File: src/verilog/gso_map.svh
// register offsets, status bit positions, reset values and timing counts
`ifndef GSO_MAP_SVH
`define GSO_MAP_SVH
`define GSO_OFS_STATUS   8'h00
`define GSO_OFS_REPORTED_REMAINING_CAPACITY   8'h05
`define GSO_OFS_REPORTED_CHARGE_PERCENT   8'h06
`define GSO_OFS_FULLCAP  8'h10
`define GSO_OFS_TTE      8'h11
`define GSO_OFS_CYCLES   8'h17
`define GSO_OFS_TTF      8'h20
`define GSO_STATUS_RST   16'h0002
`define GSO_B_POR        1
`define GSO_B_IMN        2
`define GSO_B_BST        3
`define GSO_B_IMX        6
`define GSO_B_DSOC       7
`define GSO_B_VMN        8
`define GSO_B_TMN        9
`define GSO_B_SMN        10
`define GSO_B_BI         11
`define GSO_B_VMX        12
`define GSO_B_TMX        13
`define GSO_B_SMX        14
`define GSO_B_BR         15
`define GSO_STATUS_RW    16'hFFC6
`define GSO_CYCLES_MAX   16'hFFFF
`define GSO_VALID_MS     351
`define GSO_CLK_KHZ      125000
`define GSO_VALID_CYC    (`GSO_VALID_MS * `GSO_CLK_KHZ)
`endif

File: src/verilog/gso_pkg.sv
// types shared by the status and output register bank
package gso_pkg;
   typedef enum logic [1:0] {
      GSO_UNCONF,
      GSO_SETTLE,
      GSO_VALID
   } gso_valid_e;
   typedef logic [15:0] gso_word_t;
endpackage : gso_pkg

File: src/verilog/gso_regs.sv
// status word, cycle counter and estimation output registers of the gauge
//
// Notes on behaviour
// - outputs read zero until 351 ms after configuration
// - capacity words unsigned, 5.0 uVh per sense-resistance
// - percent words step 1/256 percent, whole-percent upper byte
// - voltage words unsigned, LSB 1.25 mV over 16
// - current words signed, LSB 1.5625 uV
// - temperature signed, 1/256 degree, upper byte whole degrees
// - resistance words unsigned, LSB 1/4096 ohm
// - time words unsigned, LSB 5.625 seconds
// - cycle counter adds one per percent, saturates
// - reset flag D1 set on any reset
// - current low D2, high D6 alert flags
// - voltage low D8, high D12 alert flags
// - temperature low D9, high D13 alert flags
// - charge low D10, high D14 alert flags
// - D3 shows battery absent level
// - D7 set on whole-percent charge crossing
// - D11 set on battery insertion, sticky
// - D15 set on battery removal, sticky
// - D0, D4, D5 undefined; here read zero
// - per-group latching bit selects sticky or auto-clear
// - alert enable gates only the alert pin
`timescale 1ns/10ps
`include "gso_map.svh"
module gso_regs #(
   parameter int unsigned VALID_CYC = `GSO_VALID_CYC
) (
   input  wire logic            mclk_i,
   input  wire logic            rstn_i,
   input  wire logic            sw_reset_i,
   input  wire logic [7:0]      reg_addr_i,
   input  wire logic            reg_wr_i,
   input  wire logic            reg_rd_i,
   input  wire gso_pkg::gso_word_t reg_wdata_i,
   output gso_pkg::gso_word_t   reg_rdata_o,
   output logic                 reg_rvalid_o,
   input  wire logic            config_done_i,
   input  wire gso_pkg::gso_word_t est_cap_i,
   input  wire gso_pkg::gso_word_t est_soc_i,
   input  wire gso_pkg::gso_word_t est_fullcap_i,
   input  wire gso_pkg::gso_word_t est_tte_i,
   input  wire gso_pkg::gso_word_t est_ttf_i,
   input  wire logic            cycle_pct_step_i,
   input  wire logic            meas_valid_i,
   input  wire gso_pkg::gso_word_t current_i,
   input  wire gso_pkg::gso_word_t cell_voltage_reading_i,
   input  wire gso_pkg::gso_word_t temp_i,
   input  wire gso_pkg::gso_word_t current_alert_limits_i,
   input  wire gso_pkg::gso_word_t voltage_alert_limits_i,
   input  wire gso_pkg::gso_word_t temperature_alert_limits_i,
   input  wire gso_pkg::gso_word_t charge_alert_limits_i,
   input  wire logic            current_alert_latching_i,
   input  wire logic            voltage_alert_latching_i,
   input  wire logic            temp_alert_latching_i,
   input  wire logic            charge_alert_latching_i,
   input  wire logic            alert_enable_i,
   input  wire logic            analog_sense_pin_i,
   output logic                 alert_output_pin_o,
   output logic                 outputs_valid_o
);
   import gso_pkg::*;

   // ****************************************
   // reset release
   // ****************************************
   logic rst_meta;
   logic rst_n;
   always_ff @(posedge mclk_i or negedge rstn_i) begin
      if (!rstn_i) begin
         rst_meta <= 1'b0;
         rst_n    <= 1'b0;
      end else begin
         rst_meta <= 1'b1;
         rst_n    <= rst_meta;
      end
   end

   // ****************************************
   // helpers
   // ****************************************
   // upper byte of reading against one limit byte; signed for current and temp
   function automatic logic below(input logic [7:0] v, input logic [7:0] lim, input logic sgn);
      below = sgn ? ($signed(v) < $signed(lim)) : (v < lim);
   endfunction : below

   function automatic logic above(input logic [7:0] v, input logic [7:0] lim, input logic sgn);
      above = sgn ? ($signed(v) > $signed(lim)) : (v > lim);
   endfunction : above

   // ****************************************
   // output validity after configuration
   // ****************************************
   gso_valid_e vstate;
   logic [31:0] settle_cnt;
   always_ff @(posedge mclk_i or negedge rst_n) begin
      if (!rst_n) begin
         vstate     <= GSO_UNCONF;
         settle_cnt <= 32'h0000_0000;
      end else begin
         case (vstate)
            GSO_UNCONF: begin
               settle_cnt <= 32'h0000_0000;
               if (config_done_i) begin
                  vstate <= GSO_SETTLE;
               end
            end
            GSO_SETTLE: begin
               settle_cnt <= settle_cnt + 32'h0000_0001;
               if (settle_cnt == VALID_CYC - 1) begin
                  vstate <= GSO_VALID;
               end
            end
            GSO_VALID: begin
               settle_cnt <= settle_cnt;
            end
            default: begin
               vstate <= GSO_UNCONF;
            end
         endcase
      end
   end
   wire logic est_ok = (vstate == GSO_VALID);

   always_ff @(posedge mclk_i or negedge rst_n) begin
      if (!rst_n) begin
         outputs_valid_o <= 1'b0;
      end else begin
         outputs_valid_o <= est_ok;
      end
   end

   // ****************************************
   // cycle counter
   // ****************************************
   gso_word_t cycle_count;
   always_ff @(posedge mclk_i or negedge rst_n) begin
      if (!rst_n) begin
         cycle_count <= 16'h0000;
      end else if (cycle_pct_step_i && cycle_count != `GSO_CYCLES_MAX) begin
         cycle_count <= cycle_count + 16'h0001;
      end
   end

   // ****************************************
   // event detection
   // ****************************************
   // analog sense pin high means no cell in the pack slot
   logic ain_q;
   logic [7:0] soc_pct_q;
   logic soc_seen;
   always_ff @(posedge mclk_i or negedge rst_n) begin
      if (!rst_n) begin
         ain_q     <= 1'b0;
         soc_pct_q <= 8'h00;
         soc_seen  <= 1'b0;
      end else begin
         ain_q <= analog_sense_pin_i;
         if (est_ok) begin
            soc_pct_q <= est_soc_i[15:8];
            soc_seen  <= 1'b1;
         end
      end
   end
   wire logic ev_ins  = ain_q && !analog_sense_pin_i;
   wire logic ev_rem  = !ain_q && analog_sense_pin_i;
   wire logic ev_step = est_ok && soc_seen && (est_soc_i[15:8] != soc_pct_q);

   // threshold conditions, sampled on each measurement strobe
   logic [7:0] cond_lo;
   logic [7:0] cond_hi;
   always_comb begin
      cond_lo = 8'h00;
      cond_hi = 8'h00;
      cond_lo[0] = below(current_i[15:8], current_alert_limits_i[7:0], 1'b1);
      cond_hi[0] = above(current_i[15:8], current_alert_limits_i[15:8], 1'b1);
      cond_lo[1] = below(cell_voltage_reading_i[15:8], voltage_alert_limits_i[7:0], 1'b0);
      cond_hi[1] = above(cell_voltage_reading_i[15:8], voltage_alert_limits_i[15:8], 1'b0);
      cond_lo[2] = below(temp_i[15:8], temperature_alert_limits_i[7:0], 1'b1);
      cond_hi[2] = above(temp_i[15:8], temperature_alert_limits_i[15:8], 1'b1);
      cond_lo[3] = below(est_soc_i[15:8], charge_alert_limits_i[7:0], 1'b0);
      cond_hi[3] = above(est_soc_i[15:8], charge_alert_limits_i[15:8], 1'b0);
   end

   // ****************************************
   // status word
   // ****************************************
   gso_word_t status;
   gso_word_t next_status;
   gso_word_t set_v;
   gso_word_t keep_v;
   logic [3:0] latch_v;
   logic       st_wr;
   assign st_wr   = reg_wr_i && (reg_addr_i == `GSO_OFS_STATUS);
   assign latch_v = {charge_alert_latching_i, temp_alert_latching_i,
                     voltage_alert_latching_i, current_alert_latching_i};

   always_comb begin
      set_v  = 16'h0000;
      keep_v = st_wr ? (reg_wdata_i | ~`GSO_STATUS_RW) : 16'hFFFF;
      set_v[`GSO_B_POR]  = sw_reset_i;
      set_v[`GSO_B_DSOC] = ev_step;
      set_v[`GSO_B_BI]   = ev_ins;
      set_v[`GSO_B_BR]   = ev_rem;
      if (meas_valid_i) begin
         set_v[`GSO_B_IMN] = cond_lo[0];
         set_v[`GSO_B_IMX] = cond_hi[0];
         set_v[`GSO_B_VMN] = cond_lo[1];
         set_v[`GSO_B_VMX] = cond_hi[1];
         set_v[`GSO_B_TMN] = cond_lo[2];
         set_v[`GSO_B_TMX] = cond_hi[2];
         set_v[`GSO_B_SMN] = cond_lo[3];
         set_v[`GSO_B_SMX] = cond_hi[3];
         // auto-clear groups drop once the limit is no longer crossed
         if (!latch_v[0]) keep_v[`GSO_B_IMN] = 1'b0;
         if (!latch_v[0]) keep_v[`GSO_B_IMX] = 1'b0;
         if (!latch_v[1]) keep_v[`GSO_B_VMN] = 1'b0;
         if (!latch_v[1]) keep_v[`GSO_B_VMX] = 1'b0;
         if (!latch_v[2]) keep_v[`GSO_B_TMN] = 1'b0;
         if (!latch_v[2]) keep_v[`GSO_B_TMX] = 1'b0;
         if (!latch_v[3]) keep_v[`GSO_B_SMN] = 1'b0;
         if (!latch_v[3]) keep_v[`GSO_B_SMX] = 1'b0;
      end
      // set wins over a clear in the same cycle
      next_status = (status & keep_v) | set_v;
      next_status[`GSO_B_BST] = analog_sense_pin_i;
      next_status[0] = 1'b0;
      next_status[4] = 1'b0;
      next_status[5] = 1'b0;
   end

   always_ff @(posedge mclk_i or negedge rst_n) begin
      if (!rst_n) begin
         status <= `GSO_STATUS_RST;
      end else begin
         status <= next_status;
      end
   end

   // ****************************************
   // alert pin
   // ****************************************
   wire logic thr_any = |(status & 16'h7744);
   always_ff @(posedge mclk_i or negedge rst_n) begin
      if (!rst_n) begin
         alert_output_pin_o <= 1'b0;
      end else begin
         alert_output_pin_o <= alert_enable_i && thr_any;
      end
   end

   // ****************************************
   // read port
   // ****************************************
   // estimation words pass through unscaled; their units are fixed upstream
   gso_word_t rd_mux; // every word is 16 bits, resistance words included
   always_comb begin
      case (reg_addr_i)
         `GSO_OFS_STATUS:  rd_mux = status;
         `GSO_OFS_REPORTED_REMAINING_CAPACITY:  rd_mux = est_ok ? est_cap_i : 16'h0000;
         `GSO_OFS_REPORTED_CHARGE_PERCENT:  rd_mux = est_ok ? est_soc_i : 16'h0000;
         `GSO_OFS_FULLCAP: rd_mux = est_ok ? est_fullcap_i : 16'h0000;
         `GSO_OFS_TTE:     rd_mux = est_ok ? est_tte_i : 16'h0000;
         `GSO_OFS_CYCLES:  rd_mux = cycle_count;
         `GSO_OFS_TTF:     rd_mux = est_ok ? est_ttf_i : 16'h0000;
         default:          rd_mux = 16'h0000;
      endcase
   end

   always_ff @(posedge mclk_i or negedge rst_n) begin
      if (!rst_n) begin
         reg_rdata_o  <= 16'h0000;
         reg_rvalid_o <= 1'b0;
      end else begin
         reg_rvalid_o <= reg_rd_i;
         if (reg_rd_i) begin
            reg_rdata_o <= rd_mux;
         end
      end
   end
endmodule : gso_regs

File: config.mk
export PLATFORM = sky130hd
export DESIGN_NAME = gso_regs
export DESIGN_NICKNAME = d
export VERILOG_FILES = /design/src/verilog/gso_pkg.sv /design/src/verilog/gso_regs.sv
export VERILOG_INCLUDE_DIRS = /design/src /design/src/verilog
export SDC_FILE = /design/constraint.sdc
export NUM_CORES = 1
export LEC_CHECK = 0
export BUFFER_PORTS_ARGS = -buffer_cell sky130_fd_sc_hd__buf_4
export CORE_AREA = 3 3 125 127
export DETAILED_ROUTE_END_ITERATION = 6
export DIE_AREA = 0 0 128 130
export PLACE_DENSITY = 0.77
export SLEW_MARGIN = 20
export SYNTH_ARGS = -nofsm -noshare
export SYNTH_HDL_FRONTEND = slang
export SYNTH_SLANG_ARGS = --single-unit
File: constraint.sdc
create_clock -name mclk_i -period 2.6 [get_ports mclk_i]
set_input_delay 0.52 -clock mclk_i [delete_from_list [all_inputs] [get_ports mclk_i]]
set_output_delay 0.52 -clock mclk_i [all_outputs]
set_load 0.01 [all_outputs]
==> impl_metrics.tcl <==
set metrics [dict create \
    htreeDepth 3 \
    via_per_inst 5.62 \
    rsz0062_at_grt "false" \
    fin_worst_skew_ns 0.00681 \
    synth_edf_count 0 \
    seq_area_frac_synth_pct 34.7 \
    finalSetupViolations 0 \
    crit_type "reg -> reg" \
    fmax_mhz 480 \
    io_pins 249 \
    numClockSinks 93 \
    ctsResizeCount 0 \
    final_cells 1151 \
    grt_max_degree 48 \
    ir_drop_uv 333 \
    finalWeightedCongestion 0.911 \
    cp.required_ns 2.88 \
    final_antenna_net_count 0 \
    portBuffers 220 \
    post-dp-hpwl_um 16900 \
    cp_common_cell "a22o_1" \
    status "complete, no violations" \
    hold_viol_final 0 \
    endpoint_kind "flop" \
    fin_crit_ns 2.08 \
    grt_use_total_pct 24.9 \
    period_share_pct 80.1 \
    synth_area_um2 6700 \
    drive_gt1_share_pct 28.5 \
    worstRegToRegCells 5 \
    final_cell_mix "buf_4, dfrtp_1, inv_1, nand2_1, ha_1" \
    hold_path_class "reg -> async" \
    finalMaxSlewViolations 0 \
    final_common_cell "buf_4" \
    insertion_delay_ns 0.34 \
    r2r_slack_ns 0.52 \
    rr_startpoint "vstate[1]" \
    cap_violations 0 \
    start_kind "flop" \
    nFillCells 1275 \
    slowest_delay_ns 0.60 \
    synth_ff_type "dfrtp_1" \
    start_util_pct 46.1 \
    ys_warn_count 0 \
    n_antenna_cell 0 \
    cts_root_buffer "clkbuf_16" \
    die_x_um 128 \
    dieArea_um2 16600 \
    crit_end "reg_rdata_o[1]" \
    holdWs_ns 0.229 \
    final_nets 1256 \
    tns_ns 0 \
    wire_per_inst_um 18.1 \
    dpl.cell_count 1136 \
    cp_slowest_cell "and4b_1" \
    crit_start "vstate[1]" \
    syn_to_final_growth_pct 32.5 \
    rows 44 \
    core_area_um2 14500 \
    crit_fanout 10 \
    synth.distinct_cells 65 \
    cts_buffers 9 \
    post-route-drc-count 0 \
    crit_chain "nor4b_2 -> and4b_1 -> a22o_1 -> a211o_2 -> a22o_1" \
    grt_overflow 0 \
    worst_pin_slew_ns 0.753 \
    grt_first_pass_wirelength_um 32700 \
    grt_pass1_vias 6522 \
    drt_iter0_drc 408 \
    cts_tree "done" \
    total_power_w 0.00399 \
    synthesis.instances 744 \
    synth-seq-cells 93 \
    drt-total-wl_um 20800 \
    antenna_found_initial 0 \
    reg2reg_to "reg_rdata_o[1]" \
    slew_headroom_pct 49.3 \
    num_vias 6467 \
    crit_arrival_ns 2.36 \
    cts.path.max_buffers 2 \
    clkTransAtPathRegs_ns 0.06 \
    async_reset_ff_share_pct 100 \
    postSynthAreaPerCell_um2 9.01 \
    p_leak_nw 4.37 \
    die_height_um 130 \
    first_pass_iters 6 \
    power_density_nw_per_um2 450 \
    synthesis.nets 1036 \
]
-- stage by stage --
step	cell area, µm²	util (%)	worst slack (ns)
4_1_cts	8880	61.1	0.561
6_report	8880	61.1	0.518
2_1_floorplan	6700	-	0.548
3_3_place_gp	8590	59.1	0.390
5_1_grt	8880	61.1	0.383
3_5_place_dp	8590	59.1	0.373
-- logic make-up (layout without fill, tap and decap cells) --
group | after synthesis | after routing | share of synthesized area (%)
AND/OR/NAND/NOR | 255 | 255 | 20.3
other | 1 | 1 | 0.0560
flip-flops | 93 | 93 | 34.7
buffers and inverters | 102 | 325 | 6.07
multiplexers | 21 | 21 | 3.27
AO/OA/AOI/OAI | 168 | 168 | 18.5
XOR/XNOR | 42 | 42 | 5.49
adder cells (fa/ha/maj) | 62 | 62 | 11.6
-- power breakdown --
group | switching [W] | internal, W
logic | 0.000440 | 0.000492
clock network | 0.000528 | 0.000760
registers | 0.000196 | 0.00158
total | 0.00116 | 0.00283
-- worst min-delay path by stage --
stage,depth (start not counted),slack (ns),to
6_report,0,0.23,settle_cnt[19]
5_1_grt,0,0.26,settle_cnt[18]
4_1_cts,0,0.25,soc_pct_q[4]
3_5_place_dp,0,0.24,settle_cnt[18]
3_3_place_gp,0,0.23,settle_cnt[21]
2_1_floorplan,0,0.22,rst_meta
-- cell usage after synthesis, drive strengths merged (17+ instances only) --
cell     n  share of area, %
dfrtp   92                34
inv     74               4.1
nand2   68               3.9
ha      62                12
nor2    43               2.4
xnor2   33               4.3
nand4   31               2.9
o21ai   27               2.0
nand3   23               1.7
clkbuf  20               1.1
a21oi   19               1.4
a22o    19               2.5
a22oi   18               2.0
nor4    17               1.6
-- final cells by class --
cell class              instances  area, µm²  area share [%]
multi-input cells             549       3970            44.7
flip-flops and latches         93       2330            26.3
repair buffers                236       1790            20.1
inverters                      75        282            3.17
clock buffers                  12        246            2.78
well taps                     184        230            2.59
clock inverters                 2       35.0           0.395
-- state kept, by name, summed over array words and instances, names as in the netlist, 2 cells and up --
signal       cells
status          13
soc_pct_q        8
settle_cnt      32
reg_rdata_o     16
vstate           2
cycle_count     16
-- repair_timing --
item                       in CTS  in global routing
setup buffers                   0                  0
setup endpoints to repair       0                  0
hold endpoints to repair        2                  0
hold buffers                    1                  0
-- critical path, delay by kind of cell (launching register included) --
family	cells	cell delay, ns
AO/OA/AOI/OAI	3	0.42
AND/OR/NAND/NOR	2	1.09
flip-flops	1	0.50
-- routing by layer --
layer,up-vias,GRT usage [%],wire [µm]
met5,-,0,0
met4,0,7.87,468
met3,32,7.78,1900
met2,257,42.0,10100
met1,3020,30.7,8390
li1,3158,-,-
(Power assumes the default switching activity.)
